File: config.mk
export PLATFORM = sky130hd
export DESIGN_NAME = timer8_compare_normal_ctc
export DESIGN_NICKNAME = d
export VERILOG_FILES = /design/src/rtl/timer8_pkg.sv /design/src/rtl/timer8_prescaler.sv /design/src/rtl/timer8_compare_normal_ctc.sv
export SDC_FILE = /design/constraint.sdc
export NUM_CORES = 1
export LEC_CHECK = 0
export BUFFER_PORTS_ARGS = -buffer_cell sky130_fd_sc_hd__buf_2
export CAP_MARGIN = 20
export CORE_ASPECT_RATIO = 0.9
export CORE_MARGIN = 2
export CORE_UTILIZATION = 40
export CTS_BUF_LIST = sky130_fd_sc_hd__clkbuf_4
export DETAILED_ROUTE_END_ITERATION = 8
export SLEW_MARGIN = 20
export SYNTH_ARGS = -nofsm -noshare
export SYNTH_HDL_FRONTEND = slang
export SYNTH_SLANG_ARGS = --single-unit
File: constraint.sdc
create_clock -name aclk -period 6.6 [get_ports aclk]
set_clock_uncertainty 0.1 [all_clocks]
set_input_delay 0.66 -clock aclk [delete_from_list [all_inputs] [get_ports aclk]]
set_output_delay 0.66 -clock aclk [all_outputs]
set_load 0.01 [all_outputs]
File: src/rtl/timer8_pkg.sv
`default_nettype none
package timer8_pkg;
  // Register byte offsets
  localparam logic [7:0] OFF_CTRL    = 8'h00;
  localparam logic [7:0] OFF_FORCE   = 8'h04;
  localparam logic [7:0] OFF_COUNT   = 8'h08;
  localparam logic [7:0] OFF_CMP_A   = 8'h0C;
  localparam logic [7:0] OFF_CMP_B   = 8'h10;
  localparam logic [7:0] OFF_FLAGS   = 8'h14;
  localparam logic [7:0] OFF_PORT    = 8'h18;
  // Control field positions
  localparam int CTRL_MODE_LSB  = 0;
  localparam int CTRL_COMA_LSB  = 4;
  localparam int CTRL_COMB_LSB  = 6;
  localparam int CTRL_CS_LSB    = 8;
  // Flag and port field positions
  localparam int FLAG_OVF       = 0;
  localparam int FLAG_CMP_LSB   = 1;
  localparam int PORT_DATA_LSB  = 0;
  localparam int PORT_DIR_LSB   = 2;
  localparam int PORT_STATE_LSB = 4;
  // Reset values
  localparam logic [2:0] MODE_RESET  = 3'h0;
  localparam logic [1:0] COM_RESET   = 2'h0;
  localparam logic [2:0] CS_RESET    = 3'h0;
  localparam logic [7:0] COUNT_RESET = 8'h00;
  localparam logic [7:0] CMP_RESET   = 8'h00;
  // Waveform modes handled here
  localparam logic [2:0] MODE_NORMAL = 3'h0;
  localparam logic [2:0] MODE_CTC    = 3'h2;
  // Compare output actions in non-PWM modes
  localparam logic [1:0] COM_OFF     = 2'h0;
  localparam logic [1:0] COM_TOGGLE  = 2'h1;
  localparam logic [1:0] COM_CLEAR   = 2'h2;
  localparam logic [1:0] COM_SET     = 2'h3;
  localparam logic [7:0] COUNT_MAX   = 8'hFF;
  localparam logic [7:0] COUNT_ZERO  = 8'h00;
  // Prescaler: divide by 1, 8, 32, 64, 128, 256, 1024
  localparam int          PRESC_W      = 10;
  localparam logic [9:0]  PRESC_M1     = 10'h000;
  localparam logic [9:0]  PRESC_M8     = 10'h007;
  localparam logic [9:0]  PRESC_M32    = 10'h01F;
  localparam logic [9:0]  PRESC_M64    = 10'h03F;
  localparam logic [9:0]  PRESC_M128   = 10'h07F;
  localparam logic [9:0]  PRESC_M256   = 10'h0FF;
  localparam logic [9:0]  PRESC_M1024  = 10'h3FF;
  // Bus responses
  localparam logic [1:0] RESP_OKAY   = 2'h0;
  localparam logic [1:0] RESP_SLVERR = 2'h2;
endpackage
`default_nettype wire

File: src/rtl/timer8_prescaler.sv
`default_nettype none
module timer8_prescaler
  import timer8_pkg::*;
(
  input  wire logic       aclk,
  input  wire logic       aresetn,
  input  wire logic [2:0] clock_select,
  output logic            timer_clock_enable
);
  logic [PRESC_W-1:0] div_count;
  logic [PRESC_W-1:0] div_mask;

  // Free running so a rate change never needs a restart
  always_ff @(posedge aclk) begin
    if (!aresetn) begin
      div_count <= '0;
    end else begin
      div_count <= div_count + 1'b1;
    end
  end

  always_comb begin
    case (clock_select)
      3'h1:    div_mask = PRESC_M1;
      3'h2:    div_mask = PRESC_M8;
      3'h3:    div_mask = PRESC_M32;
      3'h4:    div_mask = PRESC_M64;
      3'h5:    div_mask = PRESC_M128;
      3'h6:    div_mask = PRESC_M256;
      3'h7:    div_mask = PRESC_M1024;
      default: div_mask = PRESC_M1;
    endcase
  end

  // Zero select stops the timer
  assign timer_clock_enable = (clock_select != 3'h0) && ((div_count & div_mask) == div_mask);
endmodule
`default_nettype wire

File: src/rtl/timer8_compare_normal_ctc.sv
// Notes on behaviour
// - Count write blocks matches next timer tick
// - Output state kept across mode changes
// - Output mode not buffered; next match
// - Nonzero output mode drives pin from state
// - Direction bit still controls pin enable
// - Override depends only on output mode
// - Output mode zero leaves state alone
// - Force applies action now, non-PWM only
// - Waveform mode sets counting; output mode not
// - Normal mode counts up, wraps FF to 00
// - Normal overflow flag set reaching zero
// - Overflow only set; acknowledge clears it
// - Normal mode count writable any time
// - Clear-on-match mode clears after channel A match
// - Clear-on-match sets flag A at top
// - Toggle mode flips output every match
// - Toggle period 2 x N x (1+compare)
// - Clear-on-match overflow on MAX to zero
// - Force sets no flag, leaves counter
// - Count write beats clear or count
// - Match sets flag next tick; one clears
`default_nettype none
module timer8_compare_normal_ctc
  import timer8_pkg::*;
#(
  parameter int ADDR_W = 8
) (
  input  wire logic              aclk,
  input  wire logic              aresetn,
  input  wire logic [ADDR_W-1:0] awaddr,
  input  wire logic [2:0]        awprot,
  input  wire logic              awvalid,
  output logic                   awready,
  input  wire logic [31:0]       wdata,
  input  wire logic [3:0]        wstrb,
  input  wire logic              wvalid,
  output logic                   wready,
  output logic [1:0]             bresp,
  output logic                   bvalid,
  input  wire logic              bready,
  input  wire logic [ADDR_W-1:0] araddr,
  input  wire logic [2:0]        arprot,
  input  wire logic              arvalid,
  output logic                   arready,
  output logic [31:0]            rdata,
  output logic [1:0]             rresp,
  output logic                   rvalid,
  input  wire logic              rready,
  input  wire logic              overflow_ack,
  input  wire logic              compare_ack_a,
  input  wire logic              compare_ack_b,
  output logic                   overflow_flag,
  output logic                   compare_flag_a,
  output logic                   compare_flag_b,
  output logic                   pin_out_a,
  output logic                   pin_oe_a,
  output logic                   pin_out_b,
  output logic                   pin_oe_b
);
  logic [ADDR_W-1:0] aw_addr_q;
  logic [31:0]       w_data_q;
  logic [3:0]        w_strb_q;
  logic              aw_full;
  logic              w_full;
  logic [2:0]        waveform_mode_select;
  logic [1:0]        compare_output_mode_a;
  logic [1:0]        compare_output_mode_b;
  logic [2:0]        clock_select;
  logic [7:0]        timer_count;
  logic [7:0]        compare_value_a;
  logic [7:0]        compare_value_b;
  logic [1:0]        port_data;
  logic [1:0]        compare_pin_direction_bit;
  logic              count_block;
  logic              timer_clock_enable;

  wire logic aw_fire  = awvalid && awready;
  wire logic w_fire   = wvalid && wready;
  wire logic ar_fire  = arvalid && arready;
  wire logic do_write = aw_full && w_full && !bvalid;
  wire logic lane0    = w_strb_q[0];
  wire logic lane1    = w_strb_q[1];

  wire logic next_aw_full = !do_write && (aw_full || aw_fire);
  wire logic next_w_full  = !do_write && (w_full || w_fire);
  wire logic next_bvalid  = do_write || (bvalid && !bready);
  wire logic next_rvalid  = ar_fire || (rvalid && !rready);

  wire logic wr_ctrl  = do_write && (aw_addr_q == ADDR_W'(OFF_CTRL));
  wire logic wr_force = do_write && (aw_addr_q == ADDR_W'(OFF_FORCE));
  wire logic wr_count = do_write && (aw_addr_q == ADDR_W'(OFF_COUNT)) && lane0;
  wire logic wr_cmp_a = do_write && (aw_addr_q == ADDR_W'(OFF_CMP_A));
  wire logic wr_cmp_b = do_write && (aw_addr_q == ADDR_W'(OFF_CMP_B));
  wire logic wr_flags = do_write && (aw_addr_q == ADDR_W'(OFF_FLAGS));
  wire logic wr_port  = do_write && (aw_addr_q == ADDR_W'(OFF_PORT));
  wire logic wr_hit   = wr_ctrl || wr_force || (do_write && aw_addr_q == ADDR_W'(OFF_COUNT)) ||
                        wr_cmp_a || wr_cmp_b || wr_flags || wr_port;

  timer8_prescaler u_prescaler (
    .aclk               (aclk),
    .aresetn            (aresetn),
    .clock_select       (clock_select),
    .timer_clock_enable (timer_clock_enable)
  );

  // Write channel: address and data accepted in either order
  always_ff @(posedge aclk) begin
    if (!aresetn) begin
      aw_full <= 1'b0;
      w_full  <= 1'b0;
      awready <= 1'b0;
      wready  <= 1'b0;
      bvalid  <= 1'b0;
      bresp   <= RESP_OKAY;
    end else begin
      aw_full <= next_aw_full;
      w_full  <= next_w_full;
      awready <= !next_aw_full && !next_bvalid;
      wready  <= !next_w_full && !next_bvalid;
      bvalid  <= next_bvalid;
      if (do_write) begin
        bresp <= wr_hit ? RESP_OKAY : RESP_SLVERR;
      end
    end
  end

  always_ff @(posedge aclk) begin
    if (aw_fire) begin
      aw_addr_q <= awaddr;
    end
    if (w_fire) begin
      w_data_q <= wdata;
      w_strb_q <= wstrb;
    end
  end

  // Counting only in normal and clear-on-match; PWM codes hold the count
  wire logic count_mode   = (waveform_mode_select == MODE_NORMAL) || (waveform_mode_select == MODE_CTC);
  wire logic tick         = timer_clock_enable && count_mode;
  wire logic non_pwm      = count_mode;
  wire logic at_max       = (timer_count == COUNT_MAX);
  wire logic eq_a         = (timer_count == compare_value_a);
  wire logic eq_b         = (timer_count == compare_value_b);
  wire logic match_a      = tick && eq_a && !count_block;
  wire logic match_b      = tick && eq_b && !count_block;
  wire logic force_a      = wr_force && lane0 && w_data_q[0] && non_pwm;
  wire logic force_b      = wr_force && lane0 && w_data_q[1] && non_pwm;
  wire logic ctc_clear    = (waveform_mode_select == MODE_CTC) && match_a;
  wire logic ovf_set      = tick && at_max && !wr_count;
  wire logic ovf_clr      = (wr_flags && lane0 && w_data_q[FLAG_OVF]) || overflow_ack;
  wire logic cfa_clr      = (wr_flags && lane0 && w_data_q[FLAG_CMP_LSB]) || compare_ack_a;
  wire logic cfb_clr      = (wr_flags && lane0 && w_data_q[FLAG_CMP_LSB+1]) || compare_ack_b;

  // Count write beats the clock; compare A is plain compare so a low value wraps first
  wire logic [7:0] next_count = wr_count  ? w_data_q[7:0] :
                                ctc_clear ? COUNT_ZERO :
                                tick      ? timer_count + 8'h01 :
                                            timer_count;

  function automatic logic apply_action(input logic [1:0] mode, input logic state);
    case (mode)
      COM_TOGGLE: apply_action = !state;
      COM_CLEAR:  apply_action = 1'b0;
      COM_SET:    apply_action = 1'b1;
      default:    apply_action = state;
    endcase
  endfunction

  wire logic [1:0] com_vec [2];
  wire logic [1:0] ch_match;
  wire logic [1:0] ch_force;
  wire logic [1:0] ch_clr;
  wire logic [1:0] compare_output_state;
  wire logic [1:0] compare_flag_chan;
  wire logic [1:0] pin_q;
  wire logic [1:0] oe_q;

  assign com_vec[0] = compare_output_mode_a;
  assign com_vec[1] = compare_output_mode_b;
  assign ch_match   = {match_b, match_a};
  assign ch_force   = {force_b, force_a};
  assign ch_clr     = {cfb_clr, cfa_clr};

  genvar ch;
  generate
    for (ch = 0; ch < 2; ch++) begin : g_chan
      logic oc;
      logic flag;
      logic pin;
      logic oe;
      // Output mode read live, so a new setting takes the next match
      wire logic act = ch_match[ch] || ch_force[ch];
      always_ff @(posedge aclk) begin
        if (!aresetn) begin
          oc   <= 1'b0;
          flag <= 1'b0;
          pin  <= 1'b0;
          oe   <= 1'b0;
        end else begin
          if (act) begin
            oc <= apply_action(com_vec[ch], oc);
          end
          if (ch_match[ch]) begin
            flag <= 1'b1;
          end else if (ch_clr[ch]) begin
            flag <= 1'b0;
          end
          pin <= (com_vec[ch] != COM_OFF) ? oc : port_data[ch];
          oe  <= compare_pin_direction_bit[ch];
        end
      end
      assign compare_output_state[ch] = oc;
      assign compare_flag_chan[ch]    = flag;
      assign pin_q[ch]                = pin;
      assign oe_q[ch]                 = oe;
    end
  endgenerate

  assign compare_flag_a = compare_flag_chan[0];
  assign compare_flag_b = compare_flag_chan[1];
  assign pin_out_a      = pin_q[0];
  assign pin_out_b      = pin_q[1];
  assign pin_oe_a       = oe_q[0];
  assign pin_oe_b       = oe_q[1];

  // Registers; mode writes never touch the output state
  always_ff @(posedge aclk) begin
    if (!aresetn) begin
      waveform_mode_select      <= MODE_RESET;
      compare_output_mode_a     <= COM_RESET;
      compare_output_mode_b     <= COM_RESET;
      clock_select              <= CS_RESET;
      compare_value_a           <= CMP_RESET;
      compare_value_b           <= CMP_RESET;
      port_data                 <= 2'h0;
      compare_pin_direction_bit <= 2'h0;
    end else begin
      if (wr_ctrl && lane0) begin
        waveform_mode_select  <= w_data_q[CTRL_MODE_LSB +: 3];
        compare_output_mode_a <= w_data_q[CTRL_COMA_LSB +: 2];
        compare_output_mode_b <= w_data_q[CTRL_COMB_LSB +: 2];
      end
      if (wr_ctrl && lane1) begin
        clock_select <= w_data_q[CTRL_CS_LSB +: 3];
      end
      if (wr_cmp_a && lane0) begin
        compare_value_a <= w_data_q[7:0];
      end
      if (wr_cmp_b && lane0) begin
        compare_value_b <= w_data_q[7:0];
      end
      if (wr_port && lane0) begin
        port_data                 <= w_data_q[PORT_DATA_LSB +: 2];
        compare_pin_direction_bit <= w_data_q[PORT_DIR_LSB +: 2];
      end
    end
  end

  // Block holds until a prescaler enable consumes it, even in a non-counting mode or with the timer stopped
  always_ff @(posedge aclk) begin
    if (!aresetn) begin
      timer_count   <= COUNT_RESET;
      count_block   <= 1'b0;
      overflow_flag <= 1'b0;
    end else begin
      timer_count <= next_count;
      if (wr_count) begin
        count_block <= 1'b1;
      end else if (timer_clock_enable) begin
        count_block <= 1'b0;
      end
      if (ovf_set) begin
        overflow_flag <= 1'b1;
      end else if (ovf_clr) begin
        overflow_flag <= 1'b0;
      end
    end
  end

  // Read channel
  wire logic [31:0] ctrl_word  = {21'h0, clock_select, compare_output_mode_b, compare_output_mode_a,
                                  1'b0, waveform_mode_select};
  wire logic [31:0] flag_word  = {29'h0, compare_flag_b, compare_flag_a, overflow_flag};
  wire logic [31:0] port_word  = {26'h0, compare_output_state, compare_pin_direction_bit, port_data};
  wire logic        rd_hit     = (araddr == ADDR_W'(OFF_CTRL)) || (araddr == ADDR_W'(OFF_FORCE)) ||
                                 (araddr == ADDR_W'(OFF_COUNT)) || (araddr == ADDR_W'(OFF_CMP_A)) ||
                                 (araddr == ADDR_W'(OFF_CMP_B)) || (araddr == ADDR_W'(OFF_FLAGS)) ||
                                 (araddr == ADDR_W'(OFF_PORT));
  wire logic [31:0] rd_word    = (araddr == ADDR_W'(OFF_CTRL))  ? ctrl_word :
                                 (araddr == ADDR_W'(OFF_COUNT)) ? {24'h0, timer_count} :
                                 (araddr == ADDR_W'(OFF_CMP_A)) ? {24'h0, compare_value_a} :
                                 (araddr == ADDR_W'(OFF_CMP_B)) ? {24'h0, compare_value_b} :
                                 (araddr == ADDR_W'(OFF_FLAGS)) ? flag_word :
                                 (araddr == ADDR_W'(OFF_PORT))  ? port_word : 32'h0;

  always_ff @(posedge aclk) begin
    if (!aresetn) begin
      arready <= 1'b0;
      rvalid  <= 1'b0;
      rdata   <= 32'h0;
      rresp   <= RESP_OKAY;
    end else begin
      arready <= !next_rvalid;
      rvalid  <= next_rvalid;
      if (ar_fire) begin
        rdata <= rd_word;
        rresp <= rd_hit ? RESP_OKAY : RESP_SLVERR;
      end
    end
  end
endmodule
`default_nettype wire

==> flow_summary_export.csv <==
group,metric,value,unit
die,die_h,107,um
clock_tree,cts.clk_slew.worst_paths,0.15,ns
die,ios,116,
clock_tree,cts_resized,0,
logic_synthesis,synth-xor-area-share,5.22,%
timing,maxSlewViolCount,0,
logic_synthesis,synth-main-ff-cell,"dfxtp_1",
logic_synthesis,synth_top_family_by_area,"simple AND/OR/NAND/NOR gates",
timing,whs,0.253,ns
logic_synthesis,yosys-top-cells-area,"dfxtp_1 (33%), edfxtp_1 (13%), mux2i_1 (6.6%)",
critical_path,cp_cell_sequence,"nor3_1, nand3_1, nor3_1, nor4_1, o21a_1",
placed_design,gp_congestion,0.878,
timing,timing.fmax,400,MHz
timing,rsz0062_at_grt,"false",
power_and_ir_drop,p_sw_share,25.9,%
critical_path,crit_type,"reg -> reg",
timing,tns,0,ns
final_layout,nets,604,
global_routing,grt_util_all_layers,18.2,%
logic_synthesis,yosys.area_share.adder,0.533,%
timing,fin_crit_sh,37.9,%
route,drt_wl_total,11100,um
route,wl_per_cell,16.0,um
critical_path,slowest_stage,"nor3_1",
critical_path,crit_top_cell,"nor3_1",
logic_synthesis,synth_warnings,0,
power_and_ir_drop,p_int,0.000742,W
clock_tree,cts_setup_buffers,0,
final_layout,final_common_cell,"dfxtp_1",
logic_synthesis,ys_ff_latch,99,
critical_path,crit_path_max_fanout,8,
power_and_ir_drop,power_density,194,nW/um2
clock_tree,cts_buffer_depth,2,
logic_synthesis,seq_area_frac_synth,46.7,%
global_routing,grt_max_degree,86,
route,ant_nets,0,
critical_path,cp.arrival,2.78,ns
final_layout,layout_common_cells,"dfxtp_1 (78), buf_2 (63), nor2b_1 (38)",
power_and_ir_drop,p_comb_share,6.5,%
logic_synthesis,ys_async_sr_fraction,0,%
global_routing,grt-ovfl-total,0,
critical_path,worstPathBufferInverterCount,0,
logic_synthesis,ys_types,52,
route,dr.pass1.iters,4,
logic_synthesis,syn_inst,485,
clock_tree,htree_num_levels,3,
die,die_area,12600,um2
die,start_util,41.1,%
final_layout,area_growth,9.62,%
critical_path,cpPeakStageDelay,0.74,ns
clock_tree,clkSinkCount,99,
clock_tree,postCtsHoldBufs,0,
run,maxCapViolations,0,
power_and_ir_drop,switchingPower,0.000259,W
critical_path,start_kind,"register",
route,drc,0,
logic_synthesis,synth_compound_area_share,12.1,%
logic_synthesis,synthSimpleGateAreaFrac,22.4,%
power_and_ir_drop,ir_worst_vdd,173,uV
critical_path,cp.required,6.88,ns
global_routing,grt_pass1_vias,3497,
timing,report.final.hold_viol_count,0,
logic_synthesis,synth.area.mux_share,6.61,%
power_and_ir_drop,p_clk_share,29.0,%
critical_path,critPathCaptureType,"register",
final_layout,antenna_cells,0,
placed_design,portBuffers,63,
logic_synthesis,synth_top_area_share,33.2,%
outcome,status,"complete, no violations",
hold_path,hold_class,"in -> reg",
clock_tree,cts-root-buf,"clkbuf_4",
die,die_x,118,um
power_and_ir_drop,leakagePower,2.03,nW
critical_path,crit_family,"simple AND/OR/NAND/NOR gates",
logic_synthesis,synth.avg_cell_area,9.68,um2
global_routing,grt_pass1_wl,18200,um
die,core_area,11400,um2
timing,slew_headroom,28.7,%
clock_tree,cts_tree,"yes",
clock_tree,clkLatencyLatePin,0.47,ns
placed_design,dp_hpwl,8060,um
power_and_ir_drop,power_frac_seq,64.5,%
global_routing,antenna_found_initial,0,
route,via_per_inst,5.21,
timing,finalSetupViolations,0,
logic_synthesis,synth.cell_area,4700,um2
timing,worstMarginPinSlew,1.06,ns
clock_tree,cts_buffers,9,
logic_synthesis,synth_edf_count,21,
route,drt_iter0_markers,202,
final_layout,layout-drive-gt1-share,16.7,%
logic_synthesis,yosysTopAreaCell,"dfxtp_1",
route,num_vias,3624,
timing,fin_crit,2.50,ns
die,num_rows,37,
-- registers in the layout, indices dropped and copies added (netlist names), 2 cells and up --
signal and count:
g_chan.oc 2, compare_output_mode_b 2, aw_addr_q 8, compare_pin_direction_bit 2
timer_count 8, u_prescaler.div_count 10, compare_output_mode_a 2, waveform_mode_select 3
w_data_q 11, port_data 2, compare_value_b 8, compare_value_a 8
rdata 11, clock_select 3, w_strb_q 2
-- synthesized netlist by cell type (4+ instances only) --
master	count
a21boi_0	8
a21oi_1	13
nor4_1	5
xor2_1	17
and3_1	8
nor2_1	19
buf_4	23
mux2i_1	31
clkbuf_1	25
nand2b_1	8
a22oi_1	6
and2_1	13
nand4_1	7
xnor2_1	11
nor3_1	9
dfxtp_1	78
nand2_1	31
o211ai_1	6
or3_1	4
o21ai_0	17
a31oi_1	10
nand3_1	27
nor2b_1	38
edfxtp_1	21
o22ai_1	4
-- worst paths after layout --
kind | start | end | slack (ns) | cells after the start
max | aw_addr_q[1] | overflow_flag | 4.10 | 5
min | wdata[6] | w_data_q[6] | 0.25 | 1
max reg2reg | aw_addr_q[1] | overflow_flag | 4.10 | 5
min reg2reg | u_prescaler.div_count[0] | u_prescaler.div_count[0] | 0.36 | 1
-- power groups by stage --
| stage | logic (W) | clock network (W) | registers (W) |
|---|---|---|---|
| after floorplan | 0.0000469 | 0 | 0.000658 |
| after detailed placement | 0.0000648 | 0 | 0.000659 |
| after global routing | 0.0000720 | 0.000323 | 0.000648 |
| final | 0.0000649 | 0.000291 | 0.000645 |
| after CTS | 0.0000651 | 0.000304 | 0.000645 |
| after global placement | 0.0000634 | 0 | 0.000658 |
-- routing by layer --
metal | up-vias | part of all wire [%] | global-route usage [%]
met2 | 153 | 42 | 27.9
met1 | 1668 | 48 | 24.7
met5 | - | 0 | 0
met3 | 16 | 7.4 | 5.59
met4 | 0 | 1.9 | 5.68
li1 | 1787 | - | -
-- logic make-up (layout without fill, tap and decap cells) --
| group | after synthesis | in the layout |
|---|---|---|
| fa+ha+maj | 2 | 2 |
| flops | 99 | 99 |
| mux | 31 | 31 |
| buf+inv | 54 | 86 |
| simple gates | 186 | 186 |
| other cells | 1 | 23 |
| xor+xnor | 28 | 28 |
| compound gates | 84 | 84 |
-- final cells by class --
cell class,count,area (um2)
Timing Repair Buffer,67,345
Clock inverter,6,41.3
Multi-Input combinational cell,354,2290
Inverter,3,11.3
Fill cell,1174,6290
Tap cell,156,195
Clock buffer,10,75.1
Sequential cell,99,2190
-- stage by stage --
| step | util [%] | area [um2] | std cells | total power [W] | worst slack [ns] |
|---|---|---|---|---|---|
| floorplan | - | 4780 | 507 | 0.000705 | 4.33 |
| global placement | 44.0 | 5030 | 679 | 0.000722 | 3.90 |
| detailed placement | 44.0 | 5030 | 679 | 0.000723 | 3.87 |
| CTS | 45.0 | 5150 | 695 | 0.00101 | 4.11 |
| global route | 45.0 | 5150 | 695 | 0.00104 | 3.84 |
| finish | 45.0 | 5150 | 695 | 0.00100 | 4.10 |
Note: power is estimated with default switching activity, not from simulation.
